### src/hw/bsm_pkg.sv
// constants and types shared by the bit-serial i/o bus master
package bsm_pkg;

    // address field positions
    localparam int BSM_ADDR_W = 12;
    localparam int BSM_BASE_LSB = 1;
    localparam int BSM_BASE_MSB = 12;
    localparam int BSM_DISP_W = 8;
    localparam int BSM_WORD_W = 16;
    localparam int BSM_BYTE_W = 8;
    localparam logic [2:0] BSM_ADDR_TOP_ZERO = 3'h0;

    // transfer length encoding: a count field of zero stands for sixteen bits
    localparam logic [3:0] BSM_COUNT_FULL_CODE = 4'h0;
    localparam logic [3:0] BSM_COUNT_NARROW_MAX = 4'h8;
    localparam logic [4:0] BSM_LAST_IDX_FULL = 5'h0F;

    // bus timing, counted in phases; one phase is one system clock
    localparam int BSM_PHASES_PER_CYCLE = 4;
    localparam int BSM_ADDR_HOLD_PHASES = 8;
    localparam int BSM_STROBE_PHASES = 2;
    localparam logic [2:0] BSM_SLOT_LAST = 3'(BSM_ADDR_HOLD_PHASES - 1);
    localparam logic [2:0] BSM_STROBE_FIRST = 3'(BSM_PHASES_PER_CYCLE);
    localparam logic [2:0] BSM_STROBE_LAST = 3'(BSM_PHASES_PER_CYCLE + BSM_STROBE_PHASES - 1);
    localparam logic [2:0] BSM_SAMPLE_SLOT = 3'h6;

    // clock phases of the four-phase system clock
    typedef enum logic [3:0] {
        BSM_PH1 = 4'h1,
        BSM_PH2 = 4'h2,
        BSM_PH3 = 4'h4,
        BSM_PH4 = 4'h8
    } bsm_phase_e;

    // operations accepted on the command port
    typedef enum logic [2:0] {
        BSM_OP_LOAD = 3'h0,
        BSM_OP_STORE = 3'h1,
        BSM_OP_SET_ONE = 3'h2,
        BSM_OP_SET_ZERO = 3'h3,
        BSM_OP_TEST = 3'h4
    } bsm_op_e;

endpackage : bsm_pkg

### src/hw/bsm_phase_if.sv
// carrier for the four-phase clock position between phase generator and master
`timescale 1ns/1ps
interface bsm_phase_if;
    import bsm_pkg::*;
    bsm_phase_e phase;

    modport gen (output phase);
    modport user (input phase);
endinterface : bsm_phase_if

### src/hw/bsm_phase_gen.sv
// four-phase clock position generator, one phase per system clock
`timescale 1ns/1ps
module bsm_phase_gen (
    // clock and reset
    input wire logic i_clk_sys,
    input wire logic i_resetn,
    // phase position
    bsm_phase_if.gen ph
);
    import bsm_pkg::*;

    typedef struct packed {
        bsm_phase_e phase;
    } bsm_phase_s;

    bsm_phase_s cur;
    bsm_phase_s next_cur;

    always_comb begin
        next_cur = cur;
        unique case (cur.phase)
            BSM_PH1: next_cur.phase = BSM_PH2;
            BSM_PH2: next_cur.phase = BSM_PH3;
            BSM_PH3: next_cur.phase = BSM_PH4;
            BSM_PH4: next_cur.phase = BSM_PH1;
            default: next_cur.phase = BSM_PH1;
        endcase
    end

    // reset parks at phase 4 so the first clock after release is phase 1
    always_ff @(posedge i_clk_sys) begin
        if (!i_resetn) begin
            cur.phase <= BSM_PH4;
        end else begin
            cur <= next_cur;
        end
    end

    assign ph.phase = cur.phase;

endmodule : bsm_phase_gen

### src/hw/bsm_master.sv
// bit-serial i/o bus master: bit addressing, output strobe, input sampling
`timescale 1ns/1ps
module bsm_master (
    // clock and reset
    input wire logic i_clk_sys,
    input wire logic i_resetn,
    // command port
    input wire logic i_cmd_valid,
    output logic o_cmd_ready,
    input wire bsm_pkg::bsm_op_e i_cmd_op,
    input wire logic [15:0] i_base_address_workspace_register,
    input wire logic [7:0] i_disp,
    input wire logic [3:0] i_count,
    input wire logic [15:0] i_mem_word,
    // results
    output logic o_done,
    output logic o_mem_wr,
    output logic [15:0] o_mem_word,
    output logic o_match_valid,
    output logic o_match_status_flag,
    // serial i/o bus
    output logic [0:14] o_addr,
    output logic o_addr_valid,
    output logic o_serial_out_line,
    output logic o_serial_out_strobe,
    input wire logic i_serial_in_line
);
    import bsm_pkg::*;

    typedef enum logic [2:0] {
        BSM_ST_IDLE = 3'h1,
        BSM_ST_XFER = 3'h2,
        BSM_ST_FINISH = 3'h4
    } bsm_state_e;

    typedef struct packed {
        // sequencing
        bsm_state_e state;
        bsm_op_e op;
        logic [BSM_ADDR_W-1:0] bit_addr;
        logic [2:0] slot;
        logic [4:0] bit_idx;
        logic [4:0] last_idx;
        // bit pattern in flight
        logic [BSM_WORD_W-1:0] shift;
        logic [BSM_WORD_W-1:0] acc;
        logic [BSM_BYTE_W-1:0] keep_low;
        logic narrow;
        // bus lines
        logic addr_valid;
        logic out_line;
        logic strobe;
        // results
        logic done;
        logic mem_wr;
        logic [BSM_WORD_W-1:0] mem_word;
        logic match_valid;
        logic match;
        // input pin synchroniser
        logic in_meta;
        logic in_sync;
    } bsm_core_s;

    bsm_core_s cur;
    bsm_core_s next_cur;

    // shared phase position; commands wait for phase 1 so every bit stays aligned
    bsm_phase_if u_ph_if ();

    bsm_phase_gen u_phase (
        .i_clk_sys(i_clk_sys),
        .i_resetn(i_resetn),
        .ph(u_ph_if.gen)
    );

    // operations that drive the output line and strobe
    function automatic logic is_output_op(input bsm_op_e op);
        return (op == BSM_OP_LOAD) || (op == BSM_OP_SET_ONE) || (op == BSM_OP_SET_ZERO);
    endfunction : is_output_op

    // operations that sample the input line
    function automatic logic is_input_op(input bsm_op_e op);
        return (op == BSM_OP_STORE) || (op == BSM_OP_TEST);
    endfunction : is_input_op

    // single-bit operations carry a displacement and move exactly one bit
    function automatic logic is_single_op(input bsm_op_e op);
        return (op == BSM_OP_SET_ONE) || (op == BSM_OP_SET_ZERO) || (op == BSM_OP_TEST);
    endfunction : is_single_op

    // first bit address of an operation
    function automatic logic [BSM_ADDR_W-1:0] first_addr(
        input bsm_op_e op,
        input logic [15:0] base_reg,
        input logic [7:0] disp
    );
        logic [BSM_ADDR_W-1:0] base;
        logic [BSM_ADDR_W-1:0] ext;
        base = base_reg[BSM_BASE_MSB:BSM_BASE_LSB];
        ext = {{(BSM_ADDR_W-BSM_DISP_W){disp[BSM_DISP_W-1]}}, disp};
        // the sum wraps at the top of the 4096-bit space
        if (is_single_op(op)) begin
            return BSM_ADDR_W'(base + ext);
        end else begin
            return base;
        end
    endfunction : first_addr

    // a transfer whose count is 1 to 8 works on the left byte only
    function automatic logic count_is_narrow(input logic [3:0] cnt);
        return (cnt != BSM_COUNT_FULL_CODE) && (cnt <= BSM_COUNT_NARROW_MAX);
    endfunction : count_is_narrow

    // output ops raise the strobe on the second phase 2 of each bit, for two phases
    function automatic logic strobe_due(input bsm_op_e op, input logic [2:0] slot);
        return is_output_op(op)
            && (slot >= 3'(BSM_STROBE_FIRST - 3'h1))
            && (slot < BSM_STROBE_LAST);
    endfunction : strobe_due

    // input ops take one sample per bit, at the phase 4 to phase 1 edge
    function automatic logic sample_due(input bsm_op_e op, input logic [2:0] slot);
        return is_input_op(op) && (slot == BSM_SAMPLE_SLOT);
    endfunction : sample_due

    // short counts fill the left byte and hand the right byte back untouched
    function automatic logic [BSM_WORD_W-1:0] stored_word(
        input logic [BSM_WORD_W-1:0] acc,
        input logic [BSM_BYTE_W-1:0] keep_low,
        input logic narrow
    );
        if (narrow) begin
            return {acc[BSM_BYTE_W-1:0], keep_low};
        end else begin
            return acc;
        end
    endfunction : stored_word

    always_comb begin
        next_cur = cur;
        // two-stage synchroniser on the input pin
        next_cur.in_meta = i_serial_in_line;
        next_cur.in_sync = cur.in_meta;
        next_cur.done = 1'b0;
        next_cur.mem_wr = 1'b0;
        next_cur.match_valid = 1'b0;
        unique case (cur.state)
            BSM_ST_IDLE: begin
                next_cur.strobe = 1'b0;
                if (i_cmd_valid && o_cmd_ready) begin
                    next_cur.state = BSM_ST_XFER;
                    next_cur.op = i_cmd_op;
                    next_cur.bit_addr = first_addr(i_cmd_op, i_base_address_workspace_register,
                                                   i_disp);
                    next_cur.slot = 3'h0;
                    next_cur.bit_idx = 5'h00;
                    next_cur.acc = '0;
                    next_cur.keep_low = i_mem_word[BSM_BYTE_W-1:0];
                    next_cur.narrow = count_is_narrow(i_count);
                    if (is_single_op(i_cmd_op)) begin
                        next_cur.last_idx = 5'h00;
                    end else if (i_count == BSM_COUNT_FULL_CODE) begin
                        next_cur.last_idx = BSM_LAST_IDX_FULL;
                    end else begin
                        next_cur.last_idx = 5'({1'b0, i_count} - 5'h01);
                    end
                    // the left byte is shifted down so bit 8 leaves first
                    if (count_is_narrow(i_count)) begin
                        next_cur.shift = {8'h00, i_mem_word[BSM_WORD_W-1:BSM_BYTE_W]};
                    end else begin
                        next_cur.shift = i_mem_word;
                    end
                    // the address appears at the next edge, which opens phase 2
                    next_cur.addr_valid = 1'b1;
                    unique case (i_cmd_op)
                        BSM_OP_LOAD: begin
                            if (count_is_narrow(i_count)) begin
                                next_cur.out_line = i_mem_word[BSM_BYTE_W];
                            end else begin
                                next_cur.out_line = i_mem_word[0];
                            end
                        end
                        BSM_OP_SET_ONE: next_cur.out_line = 1'b1;
                        BSM_OP_SET_ZERO: next_cur.out_line = 1'b0;
                        default: next_cur.out_line = 1'b0;
                    endcase
                end else begin
                    // idle lines rest low so no peripheral sees a stray address
                    next_cur.addr_valid = 1'b0;
                    next_cur.out_line = 1'b0;
                    next_cur.slot = 3'h0;
                end
            end
            BSM_ST_XFER: begin
                // one slot is one phase; eight slots carry one bit
                next_cur.slot = 3'(cur.slot + 3'h1);
                // registered, so high during slots strobe_first..strobe_last
                next_cur.strobe = strobe_due(cur.op, cur.slot);
                // sampling at the end of the second phase 4 leaves room for the
                // synchroniser delay behind the peripheral's settled level
                if (sample_due(cur.op, cur.slot)) begin
                    next_cur.acc[cur.bit_idx[3:0]] = cur.in_sync;
                end
                if (cur.slot == BSM_SLOT_LAST) begin
                    // dropping the address marks the end of the transfer for the far side
                    if (cur.bit_idx == cur.last_idx) begin
                        next_cur.state = BSM_ST_FINISH;
                        next_cur.addr_valid = 1'b0;
                        next_cur.out_line = 1'b0;
                    end else begin
                        next_cur.bit_idx = 5'(cur.bit_idx + 5'h01);
                        next_cur.bit_addr = BSM_ADDR_W'(cur.bit_addr + 12'h001);
                        next_cur.shift = {1'b0, cur.shift[BSM_WORD_W-1:1]};
                        if (cur.op == BSM_OP_LOAD) begin
                            next_cur.out_line = cur.shift[1];
                        end
                    end
                end
            end
            BSM_ST_FINISH: begin
                next_cur.state = BSM_ST_IDLE;
                next_cur.strobe = 1'b0;
                next_cur.done = 1'b1;
                if (cur.op == BSM_OP_STORE) begin
                    next_cur.mem_wr = 1'b1;
                    next_cur.mem_word = stored_word(cur.acc, cur.keep_low, cur.narrow);
                end
                if (cur.op == BSM_OP_TEST) begin
                    next_cur.match_valid = 1'b1;
                    next_cur.match = cur.acc[0];
                end
            end
            default: begin
                next_cur.state = BSM_ST_IDLE;
                next_cur.addr_valid = 1'b0;
                next_cur.strobe = 1'b0;
                next_cur.out_line = 1'b0;
            end
        endcase
    end

    // every field has a constant reset so the bus lines are defined from the first cycle
    always_ff @(posedge i_clk_sys) begin
        if (!i_resetn) begin
            cur.state <= BSM_ST_IDLE;
            cur.op <= BSM_OP_LOAD;
            cur.bit_addr <= '0;
            cur.slot <= 3'h0;
            cur.bit_idx <= 5'h00;
            cur.last_idx <= 5'h00;
            cur.shift <= '0;
            cur.acc <= '0;
            cur.keep_low <= '0;
            cur.narrow <= 1'b0;
            cur.addr_valid <= 1'b0;
            cur.out_line <= 1'b0;
            cur.strobe <= 1'b0;
            cur.done <= 1'b0;
            cur.mem_wr <= 1'b0;
            cur.mem_word <= '0;
            cur.match_valid <= 1'b0;
            cur.match <= 1'b0;
            cur.in_meta <= 1'b0;
            cur.in_sync <= 1'b0;
        end else begin
            cur <= next_cur;
        end
    end

    // commands start only at phase 1 so every address opens on phase 2
    assign o_cmd_ready = (cur.state == BSM_ST_IDLE) && (u_ph_if.phase == BSM_PH1);

    // top three address lines are never driven high by this bus
    assign o_addr = {BSM_ADDR_TOP_ZERO, cur.bit_addr};
    assign o_addr_valid = cur.addr_valid;
    assign o_serial_out_line = cur.out_line;
    assign o_serial_out_strobe = cur.strobe;
    assign o_done = cur.done;
    assign o_mem_wr = cur.mem_wr;
    assign o_mem_word = cur.mem_word;
    assign o_match_valid = cur.match_valid;
    assign o_match_status_flag = cur.match;

endmodule : bsm_master

### config.mk
export PLATFORM = sky130hd
export DESIGN_NAME = bsm_master
export DESIGN_NICKNAME = d
export VERILOG_FILES = /design/src/hw/bsm_pkg.sv /design/src/hw/bsm_phase_if.sv /design/src/hw/bsm_phase_gen.sv /design/src/hw/bsm_master.sv
export SDC_FILE = /design/constraint.sdc
export NUM_CORES = 1
export LEC_CHECK = 0
export ABC_AREA = 1
export BUFFER_PORTS_ARGS = -buffer_cell sky130_fd_sc_hd__clkbuf_2
export CAP_MARGIN = 15
export CORE_MARGIN = 2
export CORE_UTILIZATION = 40
export CTS_CLUSTER_DIAMETER = 60
export DETAILED_ROUTE_END_ITERATION = 6
export MAX_ROUTING_LAYER = met4
export SLEW_MARGIN = 20
export SYNTH_ARGS = -nofsm -noshare
export SYNTH_HDL_FRONTEND = slang
export SYNTH_SLANG_ARGS = --single-unit
### constraint.sdc
create_clock -name i_clk_sys -period 3 [get_ports i_clk_sys]
set_clock_uncertainty 0.15 [all_clocks]
set_input_delay 0.3 -clock i_clk_sys [delete_from_list [all_inputs] [get_ports i_clk_sys]]
set_output_delay 0.3 -clock i_clk_sys [all_outputs]
set_load 0.01 [all_outputs]
After elaboration in Yosys (flattened, before gate mapping)

Index checks and enable logic that the tools add are counted.

$add $sub $neg: 5
Order comparisons: 5
Equality and inequality tests: 22
Mux-type cells: 34
Bitwise gates (word level): 1
Reduce and logical (&&, ||, !) cells: 27

Operators with widths:

| kind                                                | number |
|---|---|
| 2-to-1 mux 16 bit                                   | 5 |
| one-hot mux 32 bit (2 select lines)                 | 1 |
| 2-to-1 mux 51 bit                                   | 1 |
| one-hot mux 20 bit (2 select lines)                 | 1 |
| 2-to-1 mux 12 bit                                   | 3 |
| 2-to-1 mux 20 bit                                   | 1 |
| 2-to-1 mux 5 bit                                    | 4 |
| 2-to-1 mux 18 bit                                   | 1 |
| 2-to-1 mux 17 bit                                   | 1 |
| bitwise mux 16 bit                                  | 1 |
| equality test 3 x 2 -> 1 bit, second input constant | 5 |
| equality test 3 bit, second input constant          | 5 |
| adder 12 x 1 -> 12 bit, second input constant       | 1 |
| adder 12 bit                                        | 1 |
| one-hot mux 4 bit (3 select lines)                  | 1 |
| AND reduction 3 bit                                 | 4 |
| != test 2 bit, second input constant                | 5 |
| AND reduction 2 bit                                 | 5 |
| logical AND 1 bit                                   | 7 |
| equality test 3 x 1 -> 1 bit, second input constant | 2 |
| zero test 3 bit                                     | 2 |
| 2-to-1 mux 2 bit                                    | 3 |
| 2-to-1 mux 3 bit                                    | 2 |
| one-hot mux 2 bit (3 select lines)                  | 1 |
| 23 further kinds                                    | 31 |

Register bits: 101
Input port bits: 51
Word-level logic and storage cells: 115

Longest topological paths before layout

Gate-level depths: netlist (run 1).

Word-level depth: 7
Depth in mapped cells: 14

Cells and area by module

A second synthesis (run 1) with hierarchy kept.

Cell total of the unflattened synthesis: 927
Area total of the unflattened synthesis: 5964.5 um^2

By module, submodules not included:

| module        | times used | cells each | area each (um^2) | sequential area each (um^2) |
|---|---|---|---|---|
| bsm_master    | 1          | 908        | 5823.1           | 1921.8 |
| bsm_phase_gen | 1          | 19         | 141.4            | 80.1 |

Least setup slack after synthesis (run 1)

Ideal clock, no wire load.

Path kind: input port to flip-flop
Start: input port i_count[0]
End: register cur[56] in the netlist's numbering
Arrival: 1.547 ns
Data required time: 2.737 ns
Setup slack: 1.190 ns
Stages: 10
Cells stage by stage: inv_1 -> ha_1 -> nand3_1 -> nand2_1 -> buf_2 -> o21ai_0 -> a22oi_1 -> nand2_1 -> nand2_1 -> nor2_1

Cells in the longest elaborated chain, start to end: 5

RTL lines:

| what                                                                 | RTL line          | RTL |
|---|---|---|
| start: declaration                                                   | bsm_master.sv:13  | `input wire logic [3:0] i_count,` |
| less-or-equal comparator 4 bit or nonzero test 4 bit (tied branches) | bsm_master.sv:111 | `return (cnt != BSM_COUNT_FULL_CODE) && (cnt <= BSM_COUNT_NARROW_MAX);` |
| logical AND 1 bit *                                                  | bsm_master.sv:111 |  |
| 2-to-1 mux 16 bit *                                                  | bsm_master.sv:168 | `if (count_is_narrow(i_count)) begin` |
| 2-to-1 mux 51 bit *                                                  | bsm_master.sv:150 | `if (i_cmd_valid && o_cmd_ready) begin` |
| one-hot mux 32 bit (2 select lines) *                                | bsm_master.sv:147 | `unique case (cur.state)` |
| end signal: assignment                                               | bsm_master.sv:266 | `cur <= next_cur;` |
| end: declaration                                                     | bsm_master.sv:64  | `bsm_core_s cur;` |

Every way passes the cells marked *; elsewhere a longest branch is shown, timed or not. The select of a mux whose other input is x is not followed.
A chain may end at the register's enable or synchronous reset.

Worst setup path after layout (run 1)

Start: register cur[73] in the netlist's numbering
End: register cur[64] in the netlist's numbering

Cells in the longest elaborated chain, start to end: 3

RTL lines:

| what                                 | RTL line          | RTL |
|---|---|---|
| equality test 5 bit                  | bsm_master.sv:206 | `if (cur.bit_idx == cur.last_idx) begin` |
| != test 2 bit (no source line)       | -                 |  |
| AND reduction 4 bit (no source line) | -                 |  |

No other way between the ends.

==> metrics.txt, run 1 <==
CP endpoint kind flip-flop; Worst-Skew Late Latency ~350 ps; # hold bufs at CTS 1; RSZ-0062 raised after global routing no; share of the synthesized area in the top cell type 0.338; Clock transition at path regs around 70 ps; total CTS buffers 9; Inserted Diodes 0; GPL Wtd Cong between 0.8 and 0.9; Slew headroom 0.559; sequential fraction of the synthesis area 0.338; Vias/cell 5.02; wire per inst 13.5 µm; Port Buffer Count 82; Initial DRC Count 470; Core Area 14500 µm²; Die Span X around 130 µm; share of cells above drive strength 1 0.131; total track usage 0.205; FF-to-FF End cur[64]; Max clock buf depth 2; status finished clean; period utilization 0.752; largest cells by area after synthesis dfxtp_1 (34%), nand2_1 (15%), nor2_1 (7.9%); Die ar. 15800 µm²; P_leak ~3.0 nW; distinct cell type count after synthesis 37; DRC 0; first drt pass iteration count 5; R2R cell count 12; Mapped Area 5930 µm²; yosys warns 0; Mapped Avg Cell Area 6.44 µm²; vias in the first global route ~5200; largest net degree at the start of global routing 42; Site Rows 44; Worst Min Path Start i_mem_word[15]; startpoint types flip-flop; I/O pin cnt 90; Routed WL 15500 µm; total gr overflow 0; via count 5746; FF+latch count, synth 100; setup TNS 0 ps; worst reg-to-reg setup slack 740 ps; Critical R2R Launch cur[73]; VDD IR max 0.354 mV; Hold Crit Endpoint cur[65]; worst-margin pin slew 661 ps; Max Clk Rate 0.443 GHz; fin nets 1029; max-slew violations 0; ANT nets after route 0; clk sink count 100; post-cts gate resize count 0; Synth area leader dfxtp_1; TritonCTS clock tree built; global-route wire length before repair ~26000 µm; CP Max Fanout 29; initial antenna violation count 0; cells after synthesis a little over 900; Hold Fails Final Rpt 0; hpwl dp 11200 µm; Worst Hold Margin 91.6 ps; Max Cap Violations 0; Die H 126 µm; H-Tree Depth 3; Tmin final 2260 ps; Layout Utilization 0.454; power density cells 677 nW/µm²; Worst Path Class, Setup reg -> reg; Layout area overhead 10.8%; CP arrival 2320 ps; root buffer cell clkbuf_16; initial core utilization 0.409; CP Data Required Time 3060 ps; Setup violations, final 0; worst hold stages 3; Post-CTS Repair Setup Buffers 0; worst hold path class in -> reg
-- final cells by class --
| class | instances | area (µm²) |
|---|---|---|
| fill | 1572 | 7910 |
| multi-input combinational | 658 | 3150 |
| sequential | 100 | 2000 |
| timing repair buffer | 95 | 523 |
| inverter | 92 | 345 |
| clock buffer | 10 | 239 |
| tap | 184 | 230 |
| clock inverter | 6 | 77.6 |
-- power breakdown --
part / leakage, nW / internal [mW] / switching [mW] / total [mW]
combinational: 2.03 / 0.479 / 1.01 / 1.49
sequential: 0.812 / 1.55 / 0.171 / 1.72
clock: 0.153 / 0.686 / 0.553 / 1.24
total: 3.00 / 2.71 / 1.73 / 4.44
-- cells by family (layout without fill, tap and decap cells) --
family	after synthesis	count (layout)	synth area share
AO/OA/AOI/OAI	167	167	0.154
XOR/XNOR	7	7	0.0103
adder cells (fa/ha/maj)	22	22	0.0477
buffers and inverters	164	203	0.132
flip-flops	100	100	0.338
other	1	3	0.000633
AND/OR/NAND/NOR	459	459	0.318
-- synthesized netlist by cell type --
| master | number |
|---|---|
| buf_1 | 2 |
| xor2_1 | 4 |
| a31oi_1 | 23 |
| a22oi_1 | 3 |
| buf_6 | 4 |
| ha_1 | 21 |
| a21oi_4 | 1 |
| a21o_1 | 2 |
| nor4_1 | 1 |
| nor2_2 | 1 |
| nand2_4 | 1 |
| o32ai_1 | 2 |
| a2111oi_0 | 1 |
| conb_1 | 1 |
| nor3_1 | 5 |
| inv_2 | 4 |
| or2_2 | 4 |
| nand3_1 | 72 |
| nor2_4 | 1 |
| a21oi_1 | 78 |
| nor3_2 | 1 |
| a211oi_1 | 3 |
| buf_4 | 33 |
| nand4_1 | 6 |
| nand3_2 | 2 |
| inv_1 | 87 |
| o31ai_1 | 1 |
| xnor2_1 | 3 |
| o21ai_0 | 53 |
| dfxtp_1 | 100 |
| fa_1 | 1 |
| nand2_2 | 1 |
| nand2_1 | 239 |
| nor2_1 | 125 |
| buf_2 | 9 |
| clkbuf_1 | 24 |
| clkinv_1 | 1 |
-- sequential cells by signal, indices dropped and copies added (netlist names) --
name,count
u_phase.ph.phase,4
o_match_valid,1
o_serial_out_line,1
o_done,1
cur,61
o_serial_out_strobe,1
o_addr,12
o_mem_word,16
o_match_status_flag,1
o_addr_valid,1
o_mem_wr,1
-- critical path, stage by stage, from the launching register on --
cell and delay, ps:
dfxtp_1 490, inv_1 100, nand2_1 70, nand2_1 50
nor2_1 120, nand3_1 150, nand2_1 150, nand2_1 200
nand2_2 120, buf_4 320, nand2_1 90, nand2_1 70
a21oi_1 50
-- metrics by stage --
step / setup WS (ps) / instances / power, mW / cell area, µm²
global route: 500 / 1145 / 4.78 / 6570
detailed placement: 666 / 1128 / 3.23 / 6240
finish: 743 / 1145 / 4.44 / 6570
global placement: 698 / 1128 / 3.22 / 6240
floorplan: 1190 / 922 / 2.96 / 5930
CTS: 731 / 1145 / 4.47 / 6570
-- routing by layer --
metal,up-vias,global-route usage,routed length [µm]
met2,118,0.315,6950
li1,3008,-,-
met3,14,0.0344,553
met4,0,0.0490,201
met5,-,-,0
met1,2606,0.282,7750
-- cell usage in the layout, fill, tap and decap left out, types with 2 or more instances in the layout --
cell type and instances:
nand2_1 239, nor2_1 125, dfxtp_1 100, inv_1 87, clkbuf_2 82, a21oi_1 78
nand3_1 72, o21ai_0 53, a31oi_1 23, ha_1 21, buf_4 11, clkbuf_16 9
nand4_1 6, nor3_1 5, inv_2 4, or2_2 4, xor2_1 4, xnor2_1 3
a211oi_1 3, a22oi_1 3, conb_1 3, nand3_2 2, o32ai_1 2, a21o_1 2
inv_8 2
-- worst max path at each step --
stage / startpoint / cells past startpoint / to / slack [ps]
after floorplan: i_count[0] / 10 / cur[56] / 1190
after global placement: i_count[0] / 12 / cur[56] / 700
after detailed placement: i_count[0] / 12 / cur[56] / 670
after global routing: cur[73] / 12 / cur[63] / 500
final: cur[73] / 12 / cur[64] / 740
after CTS: cur[73] / 12 / cur[63] / 730
(Power assumes the default switching activity.)
==> inputs of run 2 (changes only) <==
- ABC_AREA: 1 -> 0
- clock period: 3 -> 2.3 ns (I/O delays scaled with it)
==> run 2 against run 1 <==
Net effect: non-clock buffer count increased by 34; clock-buffer cell count decreased by 1; combinational power decreased by 68%; critical path type unchanged.
==> metrics.txt, run 2 <==
initial core utilization 0.414 (+0.00459); Mapped Area 5520 µm² (-6.8%); power density cells 571 nW/µm² (-16%); FF-to-FF End o_addr[5]; most frequent cells after synthesis dfxtp_1 (100), nor2_1 (81), nand2_1 (72), a21oi_1 (70), o21ai_0 (37); RSZ-0062 raised after global routing no; CP endpoint kind flip-flop; status finished clean; share of the synthesized area in the top cell type 0.362 (+0.0246); wire per inst 15.4 µm (+14%); Max Clk Rate 0.458 GHz (+3.3%); largest cells by area after synthesis dfxtp_1 (36%), a21oi_1 (6.3%), nor2_1 (5.5%); Routed WL 14300 µm (-7.4%); Hold Fails Final Rpt 0 (unchanged); vias in the first global route 4831 (-7.1%); Die ar. 14800 µm² (-6.6%); worst-margin pin slew 568 ps (-93.1 ps); max-slew violations 0 (unchanged); global-route wire length before repair 23400 µm (-9.6%); VDD IR max 0.424 mV (+20%); worst hold path class in -> reg; Most flops, register cur; async set or reset register ratio after synthesis 0 (unchanged); most common cell after layout, fill and taps aside dfxtp_1; Worst-Skew Late Latency 340 ps (about the same); final-layout fill cell count 1324 (-16%); total CTS buffers 9 (unchanged); Core Area 13300 µm² (-7.8%); Slew headroom 0.621 (+0.0620); Worst Path Class, Setup reg -> reg; hpwl dp 10400 µm (-6.9%); P_leak 2.56 nW (-15%); Cell Area, Placed 6070 µm² (-2.8%); Most used DFF post-synth dfxtp_1; period utilization 0.950 (+0.198); Vias/cell 5.44 (+8.3%); worst reg-to-reg setup slack 120 ps (-630 ps); CP Data Required Time 2370 ps (-690 ps); sequential fraction of the synthesis area 0.362 (+0.0246); root buffer cell clkbuf_16; Inserted Diodes 0 (unchanged); Synth area leader dfxtp_1; Tot Pwr 3.69 mW (-17%); Hold Crit Endpoint cur[92]; Die Span X 122 µm (-3.3%); R2R cell count 6 (-6); cells after synthesis 677 (-26%); GPL Wtd Cong 0.834 (-5.6%); setup TNS 0 ps (unchanged); most frequent cells in the layout dfxtp_1 (100), clkbuf_2 (82), nor2_1 (80), nand2_1 (72), a21oi_1 (70); FF+latch count, synth 100 (unchanged); initial antenna violation count 0 (unchanged); Worst Min Path Start i_cmd_op[1]; CP Max Fanout 23 (-21%); first drt pass iteration count 5 (unchanged); startpoint types flip-flop; yosys warns 0 (unchanged); ANT nets after route 0 (unchanged); Die H 122 µm (-3.3%); Tmin final 2180 ps (-72.0 ps); H-Tree Depth 3 (unchanged); Initial DRC Count 396 (-16%); worst hold stages 3 (unchanged); largest net degree at the start of global routing 56 (+33%); Largest register FFs 61 (unchanged); Mapped Avg Cell Area 8.16 µm² (+27%); CP arrival 2250 ps (-70 ps); I/O pin cnt 90 (unchanged); share of cells above drive strength 1 0.218 (+0.0867); distinct cell type count after synthesis 65 (+76%); Port Buffer Count 82 (unchanged); Layout area overhead 16.9%; DRC 0 (unchanged); final instance area 6450 µm² (-1.7%); fin nets 822 (-20%); total track usage 0.203 (-0.00167); clk sink count 100 (unchanged); TritonCTS clock tree built; Critical R2R Launch u_phase.ph.phase[1]; most common cell in the synthesized netlist dfxtp_1; Max Cap Violations 0 (unchanged); total gr overflow 0 (unchanged); Setup violations, final 0 (unchanged); Site Rows 42 (-4.5%); via count 5051 (-12%); Post-synth EDFFs 0 (unchanged); Clock transition at path regs 70 ps (about the same); Max clock buf depth 2 (unchanged)
-- run 2: cell count changes in the layout (fill, tap and decap cells not counted), sizes merged, moves of 23 or more --
cell and delta:
buf +25, inv -80, mux2i +23, nand2 -168, nand3 -60, nor2 -46
-- run 2: routing by layer --
layer | vias to the layer above | part of all wire | global-route usage
met5 | - | 0 | -
met3 | 22 | 0.038 | 0.0315
met1 | 2376 | 0.45 | 0.249
met4 | 0 | 0.023 | 0.0812
met2 | 113 | 0.48 | 0.336
li1 | 2540 | - | -
-- run 2: cells by family (layout without fill, tap and decap cells) --
logic type,Yosys count,in the layout,synth area share
flip-flops,100,100,0.362
buffers and inverters,82,156,0.0800
other,1,3,0.000679
AO/OA/AOI/OAI,182,182,0.209
multiplexers,32,32,0.0600
XOR/XNOR,18,18,0.0299
AND/OR/NAND/NOR,240,240,0.207
adder cells (fa/ha/maj),22,22,0.0512
-- run 2: repair_timing --
action | in CTS | in global routing
setup endpoints to repair | 1 | 21
hold buffers | 10 | 0
pin swaps | 0 | 1
hold endpoints to repair | 10 | 0
gates resized for setup | 1 | 2
setup buffers | 0 | 1
-- run 2: critical path, cell delays in order (launching register included) --
cell and delay, ps:
dfxtp_1 370, nor4b_4 460, and3_4 330, buf_4 280, nand2_1 180, o21ai_0 220
a211oi_1 70
-- run 2: how the worst max path moves through the flow --
stage	from	endpoint	slack, ps	cells after the start
2_1_floorplan	i_base_address_workspace_register[1]	o_addr[4]	80	9
3_3_place_gp	i_base_address_workspace_register[1]	o_addr[4]	-60	10
3_5_place_dp	i_base_address_workspace_register[1]	o_addr[4]	-130	10
4_1_cts	cur[95]	cur[46]	50	5
5_1_grt	u_phase.ph.phase[1]	o_addr[5]	10	6
6_report	u_phase.ph.phase[1]	o_addr[5]	120	6
-- run 2: through the flow --
stage               instances  hold slack, ps  utilization  setup slack, ps
floorplan                 679             207            -             83.7
CTS                       928            6.31        0.483             48.6
finish                    929            13.1        0.484              115
global placement          903             296        0.454            -60.0
detailed placement        903             299        0.454             -131
global route              929            21.8        0.484             10.6
-- run 2: report_power, final --
group | internal [mW] | switching [mW]
registers | 1.76 | 0.0246
logic | 0.215 | 0.260
clock network | 0.740 | 0.693
-- run 2: final cells by class --
type	count	area (µm²)	area share
clock inverters	6	48.8	0.00756
repair buffers	129	813	0.126
multi-input cells	497	3100	0.480
clock buffers	9	225	0.0349
inverters	12	45.0	0.00698
flip-flops and latches	100	2000	0.310
well taps	176	220	0.0341
==> inputs of run 3 (changes only) <==
- RECOVER_POWER: unset -> 25
==> run 3 against run 2 <==
Net effect: largest cell class unchanged; highest routed layer unchanged; cell count did not move; first-iteration DRC count fell by 4.0%; die area did not move.
==> metrics.txt, run 3 (synthesis gave the netlist of run 2 again) <==
status finished clean; Worst-Skew Late Latency 350 ps (about the same); startpoint types flip-flop; Most flops, register cur; H-Tree Depth 3 (unchanged); grt peak-use layer met2; ANT nets after route 0 (unchanged); PnR worst setup slack 114 ps (-0.928 ps); initial antenna violation count 0 (unchanged); via count 5065 (+0.28%); total gr overflow 0 (unchanged); TritonCTS clock tree built; Cell Area, Placed 6070 µm² (unchanged); Worst Path Class, Setup reg -> reg; DRC 0 (unchanged); Core Area 13300 µm² (unchanged); Max clock buf depth 2 (unchanged); I/O pin cnt 90 (unchanged); clk sink count 100 (unchanged); final instance area 6420 µm² (-0.48%); share of cells above drive strength 1 0.185 (-0.0332); Inserted Diodes 0 (unchanged); Layout area overhead 16.3%; worst path bufs/invs 1 (unchanged); vias in the first global route 4831 (unchanged); root buffer cell clkbuf_16; wire per inst 15.4 µm (+0.21%); GPL Wtd Cong 0.834 (unchanged); worst hold path class in -> reg; Tmin final 2190 ps (+0.928 ps); max incr delay on CP 450 ps (about the same); worst-margin pin slew 768 ps (+199 ps); Hold Fails Final Rpt 0 (unchanged); Die Span X 122 µm (unchanged); critical path's top delay family simple AND/OR/NAND/NOR gates; Worst Hold Margin 11.1 ps (-1.98 ps); worst path cell trace nor4b_4, and3_4, buf_4, nand2_1, o21ai_0, a211oi_1; CP arrival 2250 ps (about the same); Die H 122 µm (unchanged); Vias/cell 5.45 (+0.28%); most frequent cells in the layout dfxtp_1 (100), nor2_1 (80), nand2_1 (72), a21oi_1 (70), clkbuf_2 (57); initial core utilization 0.414 (unchanged); total track usage 0.203 (unchanged); pre-CTS WS -131 ps (unchanged); slowest CP cell nor4b_4; met2 global-route usage 0.336 (unchanged); Setup violations, final 0 (unchanged); M3 GR Usage 0.0315 (unchanged); Max Clk Rate 0.458 GHz (about the same); Port Buffer Count 82 (unchanged); Max Cap Violations 0 (unchanged); Clock transition at path regs 70 ps (about the same); Initial DRC Count 380 (-4.0%); power density cells 575 nW/µm² (+0.54%); RSZ-0062 raised after global routing no; CP Max Fanout 23 (unchanged); largest net degree at the start of global routing 56 (unchanged); Largest register FFs 61 (unchanged); met1 Usage GRT 0.249 (unchanged); CP endpoint kind flip-flop; most common cell after layout, fill and taps aside dfxtp_1; CP Data Required Time 2370 ps (about the same); first drt pass iteration count 5 (unchanged); Routed WL 14300 µm (+0.21%); Die ar. 14800 µm² (unchanged); period utilization 0.950 (about the same); Site Rows 42 (unchanged); hpwl dp 10400 µm (unchanged); setup TNS 0 ps (unchanged); global-route wire length before repair 23400 µm (unchanged); total CTS buffers 9 (unchanged); VDD IR max 0.427 mV (+0.88%); fin nets 822 (unchanged); Slew headroom 0.488 (-0.132); max-slew violations 0 (unchanged); P_leak 2.47 nW (-3.4%)
run 3: cell counts in the layout (fill, tap and decap cells not counted):
Identical to the previous run, type by type.
run 3: layer usage:
layer	up-vias	wire, µm
met2	137	6930
met5	-	0
met1	2356	6450
met4	0	359
li1	2541	-
met3	31	607
run 3: timing repair:
action / 4_1_cts / 5_1_grt
hold buffers: 10 / 0
endpoints found under the setup margin: 1 / 21
resized for setup: 1 / 2
pin swaps: 0 / 1
buffers inserted: 0 / 1
endpoints found under the hold margin: 10 / 0
run 3: path summary, 6_finish.rpt:
| kind | endpoint | slack (ps) | start | depth (start not counted) |
|---|---|---|---|---|
| worst max-delay path | o_addr[5] | 110 | u_phase.ph.phase[1] | 6 |
| worst min-delay path | cur[92] | 10 | i_cmd_op[1] | 3 |
| worst max register to register | o_addr[5] | 110 | u_phase.ph.phase[1] | 6 |
| worst min register to register | cur[25] | 310 | cur[25] | 2 |
run 3: where the power goes:
group          leakage [nW]  internal, mW  switching (mW)
Combinational          1.53         0.215           0.260
Sequential            0.808          1.76          0.0246
Clock                 0.130         0.740           0.696
Total                  2.47          2.71           0.980
run 3: worst reg2reg max path: stages, from the launching register on:
cell and delay (ps):
dfxtp_1 370, nor4b_4 460, and3_4 330, buf_4 280, nand2_1 190, o21ai_0 220, a211oi_1 70
run 3: layout make-up:
class / instances / area (µm²)
Clock buffer: 9 / 225
Clock inverter: 6 / 48.8
Fill cell: 1329 / 6920
Inverter: 12 / 45.0
Multi-Input combinational cell: 497 / 3100
Sequential cell: 100 / 2000
Tap cell: 176 / 220
Timing Repair Buffer: 129 / 782
run 3: through the flow:
stage / std cells / util / power, mW
global route: 929 / 0.481 / 3.84
finish: 929 / 0.481 / 3.69
CTS: 928 / 0.483 / 3.72
detailed placement: 903 / 0.454 / 2.28
global placement: 903 / 0.454 / 2.26
floorplan: 679 / - / 2.11
